===== src/sps_pkg.sv =====
/*
  Shared constants of the synchronous serial port: register offsets, field
  positions, mode codes and clock divider figures.
  Assumes a 32-bit AHB-Lite register bus decoding the low address byte.
*/
package sps_pkg;

  // Register byte offsets
  localparam logic [7:0] REG_CTRL1 = 8'h00;
  localparam logic [7:0] REG_CTRL2 = 8'h04;
  localparam logic [7:0] REG_STAT = 8'h08;
  localparam logic [7:0] REG_BUF = 8'h0C;
  localparam logic [7:0] REG_ADDR = 8'h10;
  localparam logic [7:0] REG_EVT = 8'h14;

  // Field positions
  localparam int unsigned C1_WRITE_COLLISION_FLAG = 7;
  localparam int unsigned C1_OVF = 6;
  localparam int unsigned C1_EN = 5;
  localparam int unsigned C1_CKP = 4;
  localparam int unsigned C2_STOP = 2;
  localparam int unsigned ST_CKE = 6;
  localparam int unsigned ST_BF = 0;
  localparam int unsigned EV_IF = 0;

  // Reset values
  localparam logic [7:0] CTRL1_RST = 8'h00;
  localparam logic [7:0] CTRL2_RST = 8'h00;

  // Mode select codes
  localparam logic [3:0] M_SPI_M4 = 4'h0;
  localparam logic [3:0] M_SPI_M16 = 4'h1;
  localparam logic [3:0] M_SPI_M64 = 4'h2;
  localparam logic [3:0] M_SPI_MT = 4'h3;
  localparam logic [3:0] M_SPI_S_SS = 4'h4;
  localparam logic [3:0] M_SPI_S = 4'h5;
  localparam logic [3:0] M_TW_S7 = 4'h6;
  localparam logic [3:0] M_TW_S10 = 4'h7;
  localparam logic [3:0] M_TW_M = 4'h8;
  localparam logic [3:0] M_TW_FW = 4'hB;
  localparam logic [3:0] M_TW_S7_SP = 4'hE;
  localparam logic [3:0] M_TW_S10_SP = 4'hF;

  // Half periods of the master serial clock, in system clocks
  localparam logic [9:0] HALF_DIV4 = 10'h002;
  localparam logic [9:0] HALF_DIV16 = 10'h008;
  localparam logic [9:0] HALF_DIV64 = 10'h020;

endpackage


===== src/sps_sync2.sv =====
/*
  Two-flop synchroniser for a group of asynchronous pin inputs.
  Assumes the inputs are quasi-static with respect to clk_i.
*/
`timescale 1ns/1ps
`default_nettype none
module sps_sync2 #(
  parameter int unsigned W = 1
) (
  // Clock and reset
  input wire logic clk_i,
  input wire logic rst_i,
  // Data
  input wire logic [W-1:0] d_i,
  output logic [W-1:0] q_o
);
  logic [W-1:0] meta_q;

  always_ff @(posedge clk_i)
  begin
    if (rst_i)
    begin
      meta_q <= '0;
      q_o <= '0;
    end
    else
    begin
      meta_q <= d_i;
      q_o <= meta_q;
    end
  end
endmodule
`default_nettype wire


===== src/sps_tick.sv =====
/*
  Programmable tick generator: one pulse every period_i clocks while run_i.
  Assumes period_i is stable while run_i is high and is at least one.
*/
`timescale 1ns/1ps
`default_nettype none
module sps_tick #(
  parameter int unsigned CNT_W = 10
) (
  // Clock and reset
  input wire logic clk_i,
  input wire logic rst_i,
  // Control
  input wire logic run_i,
  input wire logic [CNT_W-1:0] period_i,
  output logic tick_o
);
  logic [CNT_W-1:0] cnt_q;
  logic last;

  initial
  begin
    if (CNT_W < 2) $error("sps_tick: CNT_W too small");
  end

  assign last = (cnt_q == (period_i - CNT_W'(1)));
  assign tick_o = run_i & last;

  always_ff @(posedge clk_i)
  begin
    if (rst_i || !run_i || last)
      cnt_q <= '0;
    else
      cnt_q <= cnt_q + CNT_W'(1);
  end
endmodule
`default_nettype wire


===== src/sps_core.sv =====
/*
  Synchronous serial port, SPI personality, with the mode-level bits of the
  two-wire mode, behind an AHB-Lite register slave.
  Assumes one clock clk_i, synchronous active-high reset, and external
  buffers that resolve the pin output enables onto the pads.
*/
// Chosen here: the register offsets and the AHB-Lite register port.
// Function
// - After eight bits, load the byte into the buffer, set full and interrupt flags
// - Shift register moves data most significant bit first
// - Buffer write during a transfer is dropped and sets write collision
// - Reading the buffer clears the buffer-full flag
// - New byte with buffer still full is discarded, and sets overflow in slave modes
// - Overflow can only be set in slave operation
// - Two-wire receive into a full buffer also sets overflow
// - Port enable hands the serial pins to the port, else releases them
// - SPI clock polarity bit sets the serial clock idle level
// - Two-wire slave: polarity bit zero stretches clock low, one releases
// - Mode codes select SPI master rates and slave without select
// - Code 1000 two-wire master, 1011 firmware master with slave idle
// - Reserved mode codes leave the port idle
// - Code 1111 two-wire slave with start and stop interrupts
// - Two-wire master buffer write on a busy bus sets write collision
// - Next byte may start before the previous one is read
// - Shift register is reached only through the buffer register
`timescale 1ns/1ps
`default_nettype none
module sps_core #(
  parameter int unsigned DATA_W = 8
) (
  // Clock and reset
  input wire logic clk_i,
  input wire logic rst_i,
  // AHB-Lite slave
  input wire logic hsel_i,
  input wire logic [31:0] haddr_i,
  input wire logic [1:0] htrans_i,
  input wire logic hwrite_i,
  input wire logic [2:0] hsize_i,
  input wire logic [31:0] hwdata_i,
  input wire logic hready_i,
  output logic [31:0] hrdata_o,
  output logic hreadyout_o,
  output logic hresp_o,
  // Serial clock pin (SCK / SCL)
  input wire logic sck_i,
  output logic sck_o,
  output logic sck_oe_o,
  // Serial data out pin
  output logic sdo_o,
  output logic sdo_oe_o,
  // Serial data in pin (SDI / SDA)
  input wire logic sdi_i,
  output logic sdi_o,
  output logic sdi_oe_o,
  // Slave select pin
  input wire logic ss_n_i
);
  typedef enum logic [3:0] {
    ST_IDLE = 4'b0001,
    ST_LOW = 4'b0010,
    ST_RISE = 4'b0100,
    ST_REL = 4'b1000
  } sps_stop_e;

  initial
  begin
    if (DATA_W < 2 || DATA_W > 15) $error("sps_core: DATA_W out of range");
  end

  localparam logic [3:0] LAST_BIT = 4'(DATA_W - 1);
  localparam logic [4:0] LAST_EDGE = 5'(2 * DATA_W - 1);

  // Register state
  logic [5:0] ctrl_q;
  logic write_collision_flag_q, ovf_q, stop_q, cke_q, bf_q, if_q;
  logic [7:0] ctrl2_q, addr_q;
  logic [DATA_W-1:0] buf_q;
  // Bus state
  logic wr_pend_q;
  logic [7:0] wr_addr_q;
  // Shifter state
  logic [DATA_W-1:0] tx_q, rx_q;
  logic [3:0] cnt_q;
  logic [4:0] edge_q;
  logic run_q, lvl_q;
  sps_stop_e st_q;
  // Pins
  logic sck_s, sdi_s, ss_n_s, sck_p_q, sdi_p_q;

  sps_sync2 #(
    .W(3)
  ) u_sync (
    .clk_i(clk_i),
    .rst_i(rst_i),
    .d_i({sck_i, sdi_i, ss_n_i}),
    .q_o({sck_s, sdi_s, ss_n_s})
  );

  always_ff @(posedge clk_i)
  begin
    if (rst_i)
    begin
      sck_p_q <= 1'b0;
      sdi_p_q <= 1'b0;
    end
    else
    begin
      sck_p_q <= sck_s;
      sdi_p_q <= sdi_s;
    end
  end

  // Mode decode
  logic en, clock_polarity;
  logic [3:0] mode;
  logic spi_m, spi_s, ss_mode, tw_s, tw_m, spi_on;
  assign en = ctrl_q[sps_pkg::C1_EN];
  assign clock_polarity = ctrl_q[sps_pkg::C1_CKP];
  assign mode = ctrl_q[3:0];
  assign spi_m = en && (mode == sps_pkg::M_SPI_M4 || mode == sps_pkg::M_SPI_M16
                        || mode == sps_pkg::M_SPI_M64 || mode == sps_pkg::M_SPI_MT);
  assign spi_s = en && (mode == sps_pkg::M_SPI_S_SS || mode == sps_pkg::M_SPI_S);
  assign ss_mode = (mode == sps_pkg::M_SPI_S_SS);
  assign tw_s = en && (mode == sps_pkg::M_TW_S7 || mode == sps_pkg::M_TW_S10
                       || mode == sps_pkg::M_TW_S7_SP || mode == sps_pkg::M_TW_S10_SP);
  // Firmware master (1011) leaves the slave and shifter idle; reserved codes match nothing
  assign tw_m = en && (mode == sps_pkg::M_TW_M);
  assign spi_on = spi_s && !(ss_mode && ss_n_s);

  // Bus side
  logic acc, rd_buf, wr_buf, wr_c1, wr_c2, wr_st, wr_ad, wr_ev;
  assign acc = hsel_i && htrans_i[1] && hready_i;
  assign rd_buf = acc && !hwrite_i && haddr_i[7:0] == sps_pkg::REG_BUF;
  assign wr_c1 = wr_pend_q && wr_addr_q == sps_pkg::REG_CTRL1;
  assign wr_c2 = wr_pend_q && wr_addr_q == sps_pkg::REG_CTRL2;
  assign wr_st = wr_pend_q && wr_addr_q == sps_pkg::REG_STAT;
  assign wr_buf = wr_pend_q && wr_addr_q == sps_pkg::REG_BUF;
  assign wr_ad = wr_pend_q && wr_addr_q == sps_pkg::REG_ADDR;
  assign wr_ev = wr_pend_q && wr_addr_q == sps_pkg::REG_EVT;

  always_ff @(posedge clk_i)
  begin
    if (rst_i)
    begin
      wr_pend_q <= 1'b0;
      wr_addr_q <= 8'h00;
      hreadyout_o <= 1'b0;
      hresp_o <= 1'b0;
      hrdata_o <= 32'h0000_0000;
    end
    else
    begin
      wr_pend_q <= acc && hwrite_i;
      hreadyout_o <= 1'b1;
      hresp_o <= 1'b0;
      if (acc)
        wr_addr_q <= haddr_i[7:0];
      if (acc && !hwrite_i)
      begin
        unique case (haddr_i[7:0])
          sps_pkg::REG_CTRL1: hrdata_o <= 32'({write_collision_flag_q, ovf_q, ctrl_q});
          sps_pkg::REG_CTRL2: hrdata_o <= 32'({ctrl2_q[7:3], stop_q, ctrl2_q[1:0]});
          sps_pkg::REG_STAT: hrdata_o <= 32'({cke_q, 5'h00, bf_q});
          sps_pkg::REG_BUF: hrdata_o <= 32'(buf_q);
          sps_pkg::REG_ADDR: hrdata_o <= 32'(addr_q);
          sps_pkg::REG_EVT: hrdata_o <= 32'(if_q);
          default: hrdata_o <= 32'h0000_0000;
        endcase
      end
    end
  end

  // Transfer state
  logic busy, bus_busy, wr_ok, mst_start;
  assign busy = run_q || cnt_q != 4'h0;
  assign bus_busy = st_q != ST_IDLE || !sck_s || !sdi_s;
  assign wr_ok = !busy && !(tw_m && bus_busy);
  assign mst_start = wr_buf && wr_ok && spi_m;

  // Edge generation
  logic tick, sck_rise, sck_fall, lead, trail, samp, chg, byte_done;
  logic [9:0] period;
  assign sck_rise = sck_s && !sck_p_q;
  assign sck_fall = !sck_s && sck_p_q;
  always_comb
  begin
    unique case (mode)
      sps_pkg::M_SPI_M4: period = sps_pkg::HALF_DIV4;
      sps_pkg::M_SPI_M16: period = sps_pkg::HALF_DIV16;
      sps_pkg::M_TW_M: period = {1'b0, addr_q + 8'h01, 1'b0};
      default: period = sps_pkg::HALF_DIV64;
    endcase
  end

  sps_tick #(
    .CNT_W(10)
  ) u_tick (
    .clk_i(clk_i),
    .rst_i(rst_i),
    .run_i(run_q || st_q != ST_IDLE),
    .period_i(period),
    .tick_o(tick)
  );

  always_comb
  begin
    if (spi_m)
    begin
      lead = tick && run_q && !lvl_q;
      trail = tick && run_q && lvl_q;
    end
    else
    begin
      lead = spi_on && (clock_polarity ? sck_fall : sck_rise);
      trail = spi_on && (clock_polarity ? sck_rise : sck_fall);
    end
  end

  assign samp = tw_s ? sck_rise : (cke_q ? lead : trail);
  assign chg = !tw_s && (cke_q ? trail : (lead && cnt_q != 4'h0));
  assign byte_done = samp && cnt_q == LAST_BIT;

  // Shifter: receive and transmit halves of the shift register
  always_ff @(posedge clk_i)
  begin
    if (rst_i || !en || (spi_s && ss_mode && ss_n_s))
    begin
      cnt_q <= 4'h0;
      rx_q <= '0;
    end
    else if (samp)
    begin
      rx_q <= {rx_q[DATA_W-2:0], sdi_s};
      cnt_q <= byte_done ? 4'h0 : cnt_q + 4'h1;
    end
  end

  always_ff @(posedge clk_i)
  begin
    if (rst_i)
      tx_q <= '0;
    else if (wr_buf && wr_ok)
      tx_q <= hwdata_i[DATA_W-1:0];
    else if (chg)
      tx_q <= {tx_q[DATA_W-2:0], 1'b0};
  end

  // Master clock sequencing
  always_ff @(posedge clk_i)
  begin
    if (rst_i || !spi_m)
    begin
      run_q <= 1'b0;
      lvl_q <= 1'b0;
      edge_q <= 5'h00;
    end
    else if (mst_start)
    begin
      run_q <= 1'b1;
      lvl_q <= 1'b0;
      edge_q <= 5'h00;
    end
    else if (run_q && tick)
    begin
      lvl_q <= !lvl_q;
      edge_q <= edge_q + 5'h01;
      if (edge_q == LAST_EDGE)
        run_q <= 1'b0;
    end
  end

  // Buffer and status flags
  logic load, ovf_set, write_collision_flag_set, sp_ev;
  assign load = byte_done && !bf_q;
  assign ovf_set = byte_done && bf_q && (spi_s || tw_s);
  assign write_collision_flag_set = wr_buf && !wr_ok;
  assign sp_ev = en && mode == sps_pkg::M_TW_S10_SP && sck_s && (sdi_s != sdi_p_q);

  always_ff @(posedge clk_i)
  begin
    if (rst_i)
      buf_q <= '0;
    else if (load)
      buf_q <= {rx_q[DATA_W-2:0], sdi_s};
    else if (wr_buf && wr_ok)
      buf_q <= hwdata_i[DATA_W-1:0];
  end

  always_ff @(posedge clk_i)
  begin
    if (rst_i)
      bf_q <= 1'b0;
    else if (load)
      bf_q <= 1'b1;
    else if (rd_buf)
      bf_q <= 1'b0;
  end

  always_ff @(posedge clk_i)
  begin
    if (rst_i)
      if_q <= 1'b0;
    else if (byte_done || sp_ev)
      if_q <= 1'b1;
    else if (wr_ev && hwdata_i[sps_pkg::EV_IF])
      if_q <= 1'b0;
  end

  always_ff @(posedge clk_i)
  begin
    if (rst_i)
    begin
      ctrl_q <= sps_pkg::CTRL1_RST[5:0];
      write_collision_flag_q <= 1'b0;
      ovf_q <= 1'b0;
    end
    else
    begin
      if (wr_c1)
        ctrl_q <= hwdata_i[5:0];
      if (write_collision_flag_set)
        write_collision_flag_q <= 1'b1;
      else if (wr_c1 && !hwdata_i[sps_pkg::C1_WRITE_COLLISION_FLAG])
        write_collision_flag_q <= 1'b0;
      if (ovf_set)
        ovf_q <= 1'b1;
      else if (wr_c1 && !hwdata_i[sps_pkg::C1_OVF])
        ovf_q <= 1'b0;
    end
  end

  always_ff @(posedge clk_i)
  begin
    if (rst_i)
    begin
      ctrl2_q <= sps_pkg::CTRL2_RST;
      cke_q <= 1'b0;
      addr_q <= 8'h00;
    end
    else
    begin
      if (wr_c2)
        ctrl2_q <= hwdata_i[7:0];
      if (wr_st)
        cke_q <= hwdata_i[sps_pkg::ST_CKE];
      if (wr_ad)
        addr_q <= hwdata_i[7:0];
    end
  end

  // Stop condition: SDA low with SCL low, release SCL, then release SDA
  always_ff @(posedge clk_i)
  begin
    if (rst_i || !tw_m)
    begin
      st_q <= ST_IDLE;
      stop_q <= 1'b0;
    end
    else
    begin
      if (st_q == ST_REL && tick)
        stop_q <= 1'b0;
      else if (wr_c2 && hwdata_i[sps_pkg::C2_STOP])
        stop_q <= 1'b1;
      unique case (st_q)
        ST_IDLE: if (stop_q) st_q <= ST_LOW;
        ST_LOW: if (tick) st_q <= ST_RISE;
        ST_RISE: if (tick) st_q <= ST_REL;
        ST_REL: if (tick) st_q <= ST_IDLE;
      endcase
    end
  end

  // Pin drivers
  always_ff @(posedge clk_i)
  begin
    if (rst_i)
    begin
      sck_o <= 1'b0;
      sck_oe_o <= 1'b0;
      sdo_o <= 1'b0;
      sdo_oe_o <= 1'b0;
      sdi_o <= 1'b0;
      sdi_oe_o <= 1'b0;
    end
    else
    begin
      sck_o <= spi_m && (clock_polarity ^ lvl_q);
      sck_oe_o <= spi_m || (tw_s && !clock_polarity) || (tw_m && st_q == ST_LOW);
      sdo_o <= tx_q[DATA_W-1];
      sdo_oe_o <= spi_m || spi_on;
      sdi_o <= 1'b0;
      sdi_oe_o <= tw_m && (st_q == ST_LOW || st_q == ST_RISE);
    end
  end
endmodule
`default_nettype wire


===== config.mk =====
export PLATFORM = sky130hd
export DESIGN_NAME = sps_core
export DESIGN_NICKNAME = d
export VERILOG_FILES = /design/src/sps_pkg.sv /design/src/sps_sync2.sv /design/src/sps_tick.sv /design/src/sps_core.sv
export SDC_FILE = /design/constraint.sdc
export NUM_CORES = 1
export LEC_CHECK = 0
export BUFFER_PORTS_ARGS = -buffer_cell sky130_fd_sc_hd__buf_2
export CORE_MARGIN = 2
export CORE_UTILIZATION = 25
export CTS_CLUSTER_SIZE = 25
export DETAILED_ROUTE_END_ITERATION = 10
export GPL_ROUTABILITY_DRIVEN = 0
export PLACE_DENSITY = 0.41
export SKIP_CTS_REPAIR_TIMING = 1
export SYNTH_ARGS = -nofsm -noshare
export SYNTH_HDL_FRONTEND = slang
export SYNTH_SLANG_ARGS = --single-unit

===== constraint.sdc =====
create_clock -name clk_i -period 6 [get_ports clk_i]
set_clock_uncertainty 0.05 [all_clocks]
set_input_delay 0.3 -clock clk_i [delete_from_list [all_inputs] [get_ports clk_i]]
set_output_delay 0.3 -clock clk_i [all_outputs]
set_load 0.01 [all_outputs]

==> flow_summary.toml, run 1 <==
[placement]
dp_hpwl_mm = 10.7
dp.cells = 937
post_dp_cell_area_um2 = 5880
io_buffer_count = 38

[routing]
drtIter0Drc = 262
firstDrtPassIters = 4
ant_nets = 0
avgViaCountPerCell = 4.77
routedWlPerCell_um = 15.1
drc_errors = 0
via_count = 4549
drt-total-wl_mm = 14.4

[synthesis]
synth_edf_count = 0
synth_top_area_share_pct = 38.2
yosys.cell_types.count = 64
yosys_register_bits = 106
yosysSeqAreaShare_pct = 38.2
synth_top_area_cell = "dfxtp_1"
synthTopCellsByArea = "dfxtp_1, mux2i_1, nor2_1"
syn_inst = 653
syn_area_um2 = 5550
ys_warn_count = 0
yosysMostFrequentCell = "dfxtp_1"
syn_area_per_cell_um2 = 8.50
synthTopCellsByCount = "dfxtp_1, nor2_1, mux2i_1, nand2_1, clkbuf_1"
async_reset_ff_share_pct = 0
ys.flop_type = "dfxtp_1"

[worst_setup_path]
crit_type = "reg -> reg"
cp_max_fo = 13
cp.required_ns = 6.20
cpPeakStageDelay_ns = 0.72
start_kind = "flop"
crit_path_cell_trace = "or4b_4 -> nor4_1 -> nor2_1 -> nor3_1 -> a211oi_1 -> o31ai_1 -> nand3_2 -> or3b_1 -> a2111oi_2"
cp_top_family = "simple AND/OR/NAND/NOR gates"
worst-path-buf-inv = 0
slowest_stage = "o31ai_1"
arrival_ns = 4.45
end_kind = "flop"

[clock_network]
root_buffer = "clkbuf_16"
worstSkewPairLatency_ns = 0.36
tritoncts = "yes"
cts_sinks = 106
cts_buffers = 9
clkSlewWorstSetupHoldPaths_ns = 0.07
htree_levels = 3
cts_buffer_depth = 2

[timing]
fin_crit_sh_pct = 71.0
report.final.setup_viol = 0
min_period_ns = 4.26
max_freq_ghz = 0.235
final.setup.tns_ns = 0
rsz0062_at_grt = "false"
tightest_slew_ns = 0.916
slew_viol_final = 0
maxSlewHeadroom_pct = 38.1
hold_viol = 0

[hold_path]
hold_class = "in -> reg"

[global_routing]
grt.total_usage_pct = 12.6
overflow = 0
antenna_found_initial = 0
grt_max_degree = 58
grt_pass1_wl_mm = 23.7
grt_pass1_vias = 4415

[floorplan]
die_h_um = 153
core_area_um2 = 21800
die_w_um = 153
rows = 54
die_area_um2 = 23400
num_io_pins = 117
start_util_pct = 25.4

[run]
drv_cap = 0

[final_layout]
fin_util_pct = 28.3
final_nets = 752
diodes = 0
final_cell_area_um2 = 6180
n_fill_cell = 2332
layout.cells.non_filler = 953
areaGrowthSynthToFinish_pct = 11.5
layout-drive-gt1-share_pct = 10.8

[power_and_ir_drop]
ir_drop_v = 0.000130
power_density_nw_per_um2 = 225
p_leak_uw = 0.00225

[status]
status = "finished, final reports clean"
power breakdown:
group / leakage [uW] / switching, uW / internal (uW)
clock network: 0.000155 / 276 / 340
logic: 0.00124 / 44.0 / 18.1
registers: 0.000856 / 4.87 / 708
total: 0.00225 / 325 / 1070
cell type report:
| type | count | area (um^2) | share of cell area [%] |
|---|---|---|---|
| Multi-Input combinational cell | 489 | 3110 | 50.2 |
| Inverter | 19 | 71.3 | 1.15 |
| Clock buffer | 10 | 239 | 3.86 |
| Sequential cell | 106 | 2120 | 34.3 |
| Clock inverter | 6 | 68.8 | 1.11 |
| Tap cell | 280 | 350 | 5.66 |
| Timing Repair Buffer | 43 | 228 | 3.68 |
cells in the final DEF (no fill, tap or decap), types with 4 or more instances in the layout:
| cell | count |
|---|---|
| nor3_1 | 15 |
| xnor2_1 | 13 |
| dfxtp_1 | 106 |
| inv_1 | 19 |
| a211oi_1 | 6 |
| a22oi_1 | 8 |
| clkbuf_16 | 9 |
| nor4_1 | 5 |
| and2_1 | 6 |
| nand3_1 | 21 |
| a221o_1 | 7 |
| or3_1 | 7 |
| conb_1 | 26 |
| ha_1 | 7 |
| and4_1 | 4 |
| buf_2 | 38 |
| a31oi_1 | 4 |
| buf_4 | 5 |
| and3_1 | 8 |
| nor2b_1 | 17 |
| a221oi_1 | 5 |
| nand2b_1 | 5 |
| nor2_1 | 86 |
| a21oi_1 | 24 |
| nor4b_1 | 4 |
| nand4_1 | 7 |
| nand2_1 | 54 |
| mux2i_1 | 54 |
| o311a_1 | 7 |
| o21ai_0 | 26 |
| xor2_1 | 12 |
| o211ai_1 | 6 |
stage by stage:
| step | worst slack [ns] | hold WS [ns] | power (uW) |
|---|---|---|---|
| after global routing | 1.46 | 0.107 | 1450 |
| after CTS | 1.68 | 0.0978 | 1410 |
| after detailed placement | 1.73 | 0.377 | 791 |
| final | 1.74 | 0.109 | 1390 |
| after global placement | 1.82 | 0.375 | 791 |
| after floorplan | 2.42 | 0.359 | 779 |
worst reg2reg max path, stage by stage, from the launching register on:
cell	delay (ns)
dfxtp_1	0.59
or4b_4	0.60
nor4_1	0.63
nor2_1	0.12
nor3_1	0.22
a211oi_1	0.08
o31ai_1	0.72
nand3_2	0.35
or3b_1	0.45
a2111oi_2	0.35
routing by layer:
metal / vias up / wire length [um] / GRT usage (%)
met5: - / 0 / 0
met4: 0 / 151 / 3.97
met3: 11 / 449 / 1.98
met2: 82 / 6930 / 20.9
met1: 2157 / 6910 / 16.8
li1: 2299 / - / -
cell families after synthesis:
| logic type | share of synthesized area (%) |
|---|---|
| and+or+nand+nor | 23.3 |
| muxes | 10.6 |
| DFF | 38.2 |
| xor gates and xnor gates | 3.95 |
| AOI/OAI and AO/OA | 14.6 |
| buffers and inverters | 7.71 |
| other | 0.0676 |
| adders and majority gates | 1.58 |
registers in the layout, summed over array words and instances (netlist names), 4 cells and up:
name / count
addr_q: 8
buf_q: 8
cnt_q: 4
ctrl2_q: 7
ctrl_q: 6
edge_q: 5
hrdata_o: 8
rx_q: 7
st_q: 4
tx_q: 8
u_tick.cnt_q: 10
wr_addr_q: 8
worst paths after layout:
path | startpoint | endpoint | slack (ns) | depth (start not counted)
hold / removal | sdi_i | u_sync.meta_q[1] | 0.11 | 2
setup reg to reg | ctrl_q[3] | st_q[3] | 1.74 | 9
setup / recovery | ctrl_q[3] | st_q[3] | 1.74 | 9
hold reg to reg | u_sync.meta_q[2] | u_sync.q_o[2] | 0.39 | 1
Note: power is estimated with default switching activity, not from simulation.
==> run 2: changes to the inputs <==
- ABC_AREA: default -> 1
- clock period: 6 -> 4 ns (I/O delays scaled with it)
==> flow_summary.toml, run 2 <==
[status]
status = "complete, but fails checks"
violations = "hold timing"

[floorplan]
die_w_um = 152
core_area_um2 = 21700
num_io_pins = 117
start_util_pct = 25.3
die_h_um = 152
die_area_um2 = 23200
rows = 54

[synthesis]
synth_edf_count = 0
yosys.cell_types.count = 44
muxShareOfSynthArea_pct = 0
synthTopCellsByArea = "dfxtp_1, nand2_1, inv_1"
synth_top_family_by_area = "simple AND/OR/NAND/NOR gates"
ys.flop_type = "dfxtp_1"
yosys_register_bits = 106
synth_top_area_cell = "dfxtp_1"
syn_inst = 798
synthTopCellsByCount = "nand2_1, inv_1, dfxtp_1"
yosysSeqAreaShare_pct = 38.6
synth_compound_area_share_pct = 16.6
syn_area_um2 = 5490
syn_area_per_cell_um2 = 6.88
synth_top_area_share_pct = 38.6
synth-simple-area-share_pct = 27.9
synth_fa_ha_area_share_pct = 1.59
ys_warn_count = 0
synth-xor-area-share_pct = 1.12
async_reset_ff_share_pct = 0
yosysMostFrequentCell = "nand2_1"

[final_layout]
largest_register_ff_count = 10
layout_common_cells = "nand2_1, inv_1, dfxtp_1, nor2_1, a21oi_1"
final_nets = 919
layout.cells.non_filler = 1120
layout-drive-gt1-share_pct = 10.5
n_fill_cell = 2418
areaGrowthSynthToFinish_pct = 12.5
layout_commonest_cell = "nand2_1"
final_cell_area_um2 = 6180
largest_register = "u_tick.cnt_q"
diodes = 0
fin_util_pct = 28.5

[routing]
routedWlPerCell_um = 13.9
firstDrtPassIters = 4
via_count = 4915
avgViaCountPerCell = 4.39
drtIter0Drc = 218
ant_nets = 0
drt-total-wl_mm = 15.6
drc_errors = 0

[power_and_ir_drop]
power_density_nw_per_um2 = 335
p_int_uw = 1530
netSwitchingFraction_pct = 26.3
p_leak_uw = 0.00246
ir_drop_v = 0.000199
p_sw_uw = 544
clkPwrFrac_pct = 43.2
seqPwrFrac_pct = 51.6
p_comb_share_pct = 5.2
power_uw = 2070

[placement]
post_dp_cell_area_um2 = 5880
io_buffer_count = 38
dp_hpwl_mm = 12.0
dp.cells = 1103

[worst_setup_path]
r2r_setup_slack_ns = 0.72
arrival_ns = 3.53
end_kind = "flop"
start_kind = "flop"
cp_max_fo = 11
cp.required_ns = 4.25
crit_type = "reg -> reg"

[clock_network]
clkSlewWorstSetupHoldPaths_ns = 0.09
worstSkewPairLatency_ns = 0.37
htree_levels = 3
root_buffer = "clkbuf_16"
cts_sinks = 106
cts_buffer_depth = 2
tritoncts = "yes"
cts_buffers = 9

[hold_path]
hold_class = "in -> reg"

[timing]
report.final.setup_viol = 0
whs_ns = -0.0189
rsz0062_at_grt = "false"
tightest_slew_ns = 0.743
max_freq_ghz = 0.305
slew_viol_final = 0
hold_viol = 2
maxSlewHeadroom_pct = 50.3
min_period_ns = 3.28
final.setup.tns_ns = 0
fin_crit_sh_pct = 82.0

[global_routing]
grt.total_usage_pct = 13.7
grt_max_degree = 32
antenna_found_initial = 0
grt_pass1_vias = 4666
grt_pass1_wl_mm = 25.3
overflow = 0

[run]
drv_cap = 0
run 2: changes by cell type after synthesis, moves of 9 or more:
cell and delta:
a21oi_1 +51, clkbuf_1 -19, inv_1 +106, mux2i_1 -54, nand2_1 +97, nand3_1 +34, nor2_1 -9, nor2b_1 -17
o21ai_0 +29, xnor2_1 -13
run 2: kinds of logic after synthesis:
logic type / after synthesis
other: 1
AND/OR/NAND/NOR: 339
flip-flops: 106
buffers and inverters: 173
adder cells (fa/ha/maj): 7
AO/OA/AOI/OAI: 165
XOR/XNOR: 7
run 2: worst paths after layout:
path / startpoint / end / depth (start not counted)
worst min register to register: u_sync.meta_q[1] / u_sync.q_o[1] / 2
worst max register to register: ctrl_q[1] / rx_q[6] / 20
worst max-delay path: ctrl_q[1] / rx_q[6] / 20
worst min-delay path: sdi_i / u_sync.meta_q[1] / 3
run 2: power groups by stage:
stage	clock network, uW	logic, uW	registers (uW)
after floorplan	0	84.4	1090
after global placement	0	107	1090
after detailed placement	0	107	1090
after CTS	926	107	1070
after global routing	961	122	1070
final	895	107	1070
run 2: worst max-delay path, stage by stage (launching register included):
cell and delay (ns):
dfxtp_1 0.33, inv_1 0.16, nand2_1 0.12, nor2_2 0.12, nand2_1 0.10, ha_1 0.30
a21boi_0 0.16, o21ai_0 0.10, nor2_1 0.11, nand3_1 0.10, nor2_1 0.11, nand3_1 0.12
nor2_2 0.17, nand4_1 0.11, nand2_1 0.11, nand2_1 0.09, nand3_4 0.12, nand2_2 0.17
inv_1 0.29, o21ai_0 0.12, a21oi_1 0.13
run 2: area by class of cell:
cell class / count / area, um^2 / area share, %
tap: 280 / 350 / 5.67
clock inverter: 7 / 63.8 / 1.03
multi-input combinational: 544 / 2700 / 43.6
clock buffer: 9 / 225 / 3.64
inverter: 130 / 488 / 7.89
timing repair buffer: 44 / 238 / 3.84
sequential: 106 / 2120 / 34.3
run 2: per-layer routing:
metal	up-vias	wire [um]	GRT usage, %
li1	2603	-	-
met1	2207	7510	17.7
met2	85	7240	23.0
met3	20	507	2.65
met4	0	324	4.72
met5	-	0	0
run 2: per-stage QoR:
step / setup WS [ns] / hold slack (ns)
5_1_grt: 0.314 / 0.00261
3_5_place_dp: 0.730 / 0.349
4_1_cts: 0.702 / -0.0282
2_1_floorplan: 1.30 / 0.232
3_3_place_gp: 0.725 / 0.349
6_report: 0.719 / -0.0189
==> run 3: changes to the inputs <==
- clock period: 4 -> 3.2 ns (I/O delays scaled with it)
==> flow_summary.toml, run 3 (synthesis results as in run 2) <==
[routing]
routedWlPerCell_um = 14.0
drtIter0Drc = 237
wl_met3_um = 525
avgViaCountPerCell = 4.40
drc_errors = 0
highest_layer = "met4"
drt-total-wl_mm = 16.0
met1Wirelength_mm = 7.74
wl_met2_mm = 7.53
via_count = 5005
firstDrtPassIters = 4
ant_nets = 0

[timing]
fin_crit_sh_pct = 92.5
maxSlewHeadroom_pct = 55.3
max_freq_ghz = 0.338
hold_viol = 0
slew_viol_final = 0
min_period_ns = 2.96
tightest_slew_ns = 0.668
whs_ns = 0.0368
report.final.setup_viol = 0

[final_layout]
layout_common_cells = "nand2_1, inv_1, dfxtp_1, a21oi_1, nor2_1"
layout_commonest_cell = "nand2_1"
largest_register = "u_tick.cnt_q"
diodes = 0
areaGrowthSynthToFinish_pct = 17.1
layout-drive-gt1-share_pct = 13.8
final_cell_area_um2 = 6430
largest_register_ff_count = 10
final_nets = 937
fin_util_pct = 29.7

[floorplan]
rows = 54
core_area_um2 = 21700
die_w_um = 152
start_util_pct = 25.3
die_area_um2 = 23200
num_io_pins = 117
die_h_um = 152

[run]
drv_cap = 0

[clock_network]
worstSkewPairLatency_ns = 0.37
tritoncts = "yes"
root_buffer = "clkbuf_16"
cts_buffer_depth = 2
clkSlewWorstSetupHoldPaths_ns = 0.09
cts_sinks = 106
cts_buffers = 9
htree_levels = 3

[worst_setup_path]
cp.required_ns = 3.40
worstRegToRegCells = 21
start_kind = "flop"
arrival_ns = 3.16
reg2reg_to = "buf_q[6]"
crit_type = "reg -> reg"
r2r_start = "ctrl_q[2]"
r2r_setup_slack_ns = 0.24
cp_max_fo = 6
end_kind = "flop"

[power_and_ir_drop]
power_uw = 2660
power_density_nw_per_um2 = 414
ir_drop_v = 0.000248
p_leak_uw = 0.00259

[status]
status = "finished, final reports clean"

[hold_path]
hold_class = "in -> reg"
worst_hold_startpoint = "haddr_i[6]"
worstHoldPathCells = 3
min_to = "wr_addr_q[6]"

[global_routing]
grt.total_usage_pct = 14.1
antenna_found_initial = 0
grt_pass1_vias = 4871
grt_pass1_wl_mm = 26.1
overflow = 0
grt_max_degree = 42

[placement]
io_buffer_count = 38
dp_hpwl_mm = 12.1
post_dp_cell_area_um2 = 5990
## run 3: area by class of cell
type | count | area [um^2]
fill | 2440 | 15300
clock inverter | 7 | 83.8
timing repair buffer | 61 | 373
inverter | 130 | 492
sequential | 106 | 2130
clock buffer | 9 | 225
multi-input combinational | 545 | 2780
tap | 280 | 350
## run 3: critical path: stages, from the launching register on
cell	delay (ns)
dfxtp_1	0.33
inv_2	0.11
nand2_2	0.06
nor2_2	0.13
nand2_2	0.10
ha_4	0.22
a21boi_1	0.13
o21ai_1	0.07
nor2_1	0.10
nand3_1	0.09
nor2_2	0.14
nand3_2	0.12
nor2_4	0.17
nand4_1	0.10
nand2_1	0.14
nand2_2	0.08
nand3_4	0.10
nand3_4	0.11
nor2_4	0.20
nand3_1	0.11
nand2_1	0.10
a21oi_1	0.06
## run 3: how the worst max path moves through the flow
stage          startpoint  endpoint  slack (ns)  cells past startpoint
3_5_place_dp    addr_q[0]  buf_q[6]        0.08                     19
2_1_floorplan   ctrl_q[0]  buf_q[7]        0.50                     20
6_report        ctrl_q[2]  buf_q[6]        0.24                     21
3_3_place_gp    addr_q[0]  buf_q[7]        0.09                     19
5_1_grt         ctrl_q[2]  buf_q[2]      -0.008                     21
4_1_cts         ctrl_q[0]  buf_q[6]        0.08                     19
## run 3: layer usage
layer / up-vias / GRT usage, %
li1: 2642 / -
met1: 2279 / 18.5
met2: 73 / 24.0
met3: 11 / 3.04
met4: 0 / 2.71
met5: - / 0
## run 3: stage by stage
stage          cells  setup slack [ns]  TNS [ns]
6_report        1138             0.241         0
5_1_grt         1138          -0.00825   -0.0189
4_1_cts         1133            0.0758         0
3_5_place_dp    1117            0.0846         0
3_3_place_gp    1117            0.0884         0
2_1_floorplan    823             0.499         0
## run 3: power by group
part | internal [uW] | switching [uW] | total, uW
registers | 1330 | 6.24 | 1340
clock network | 568 | 614 | 1180
logic | 42.9 | 101 | 144
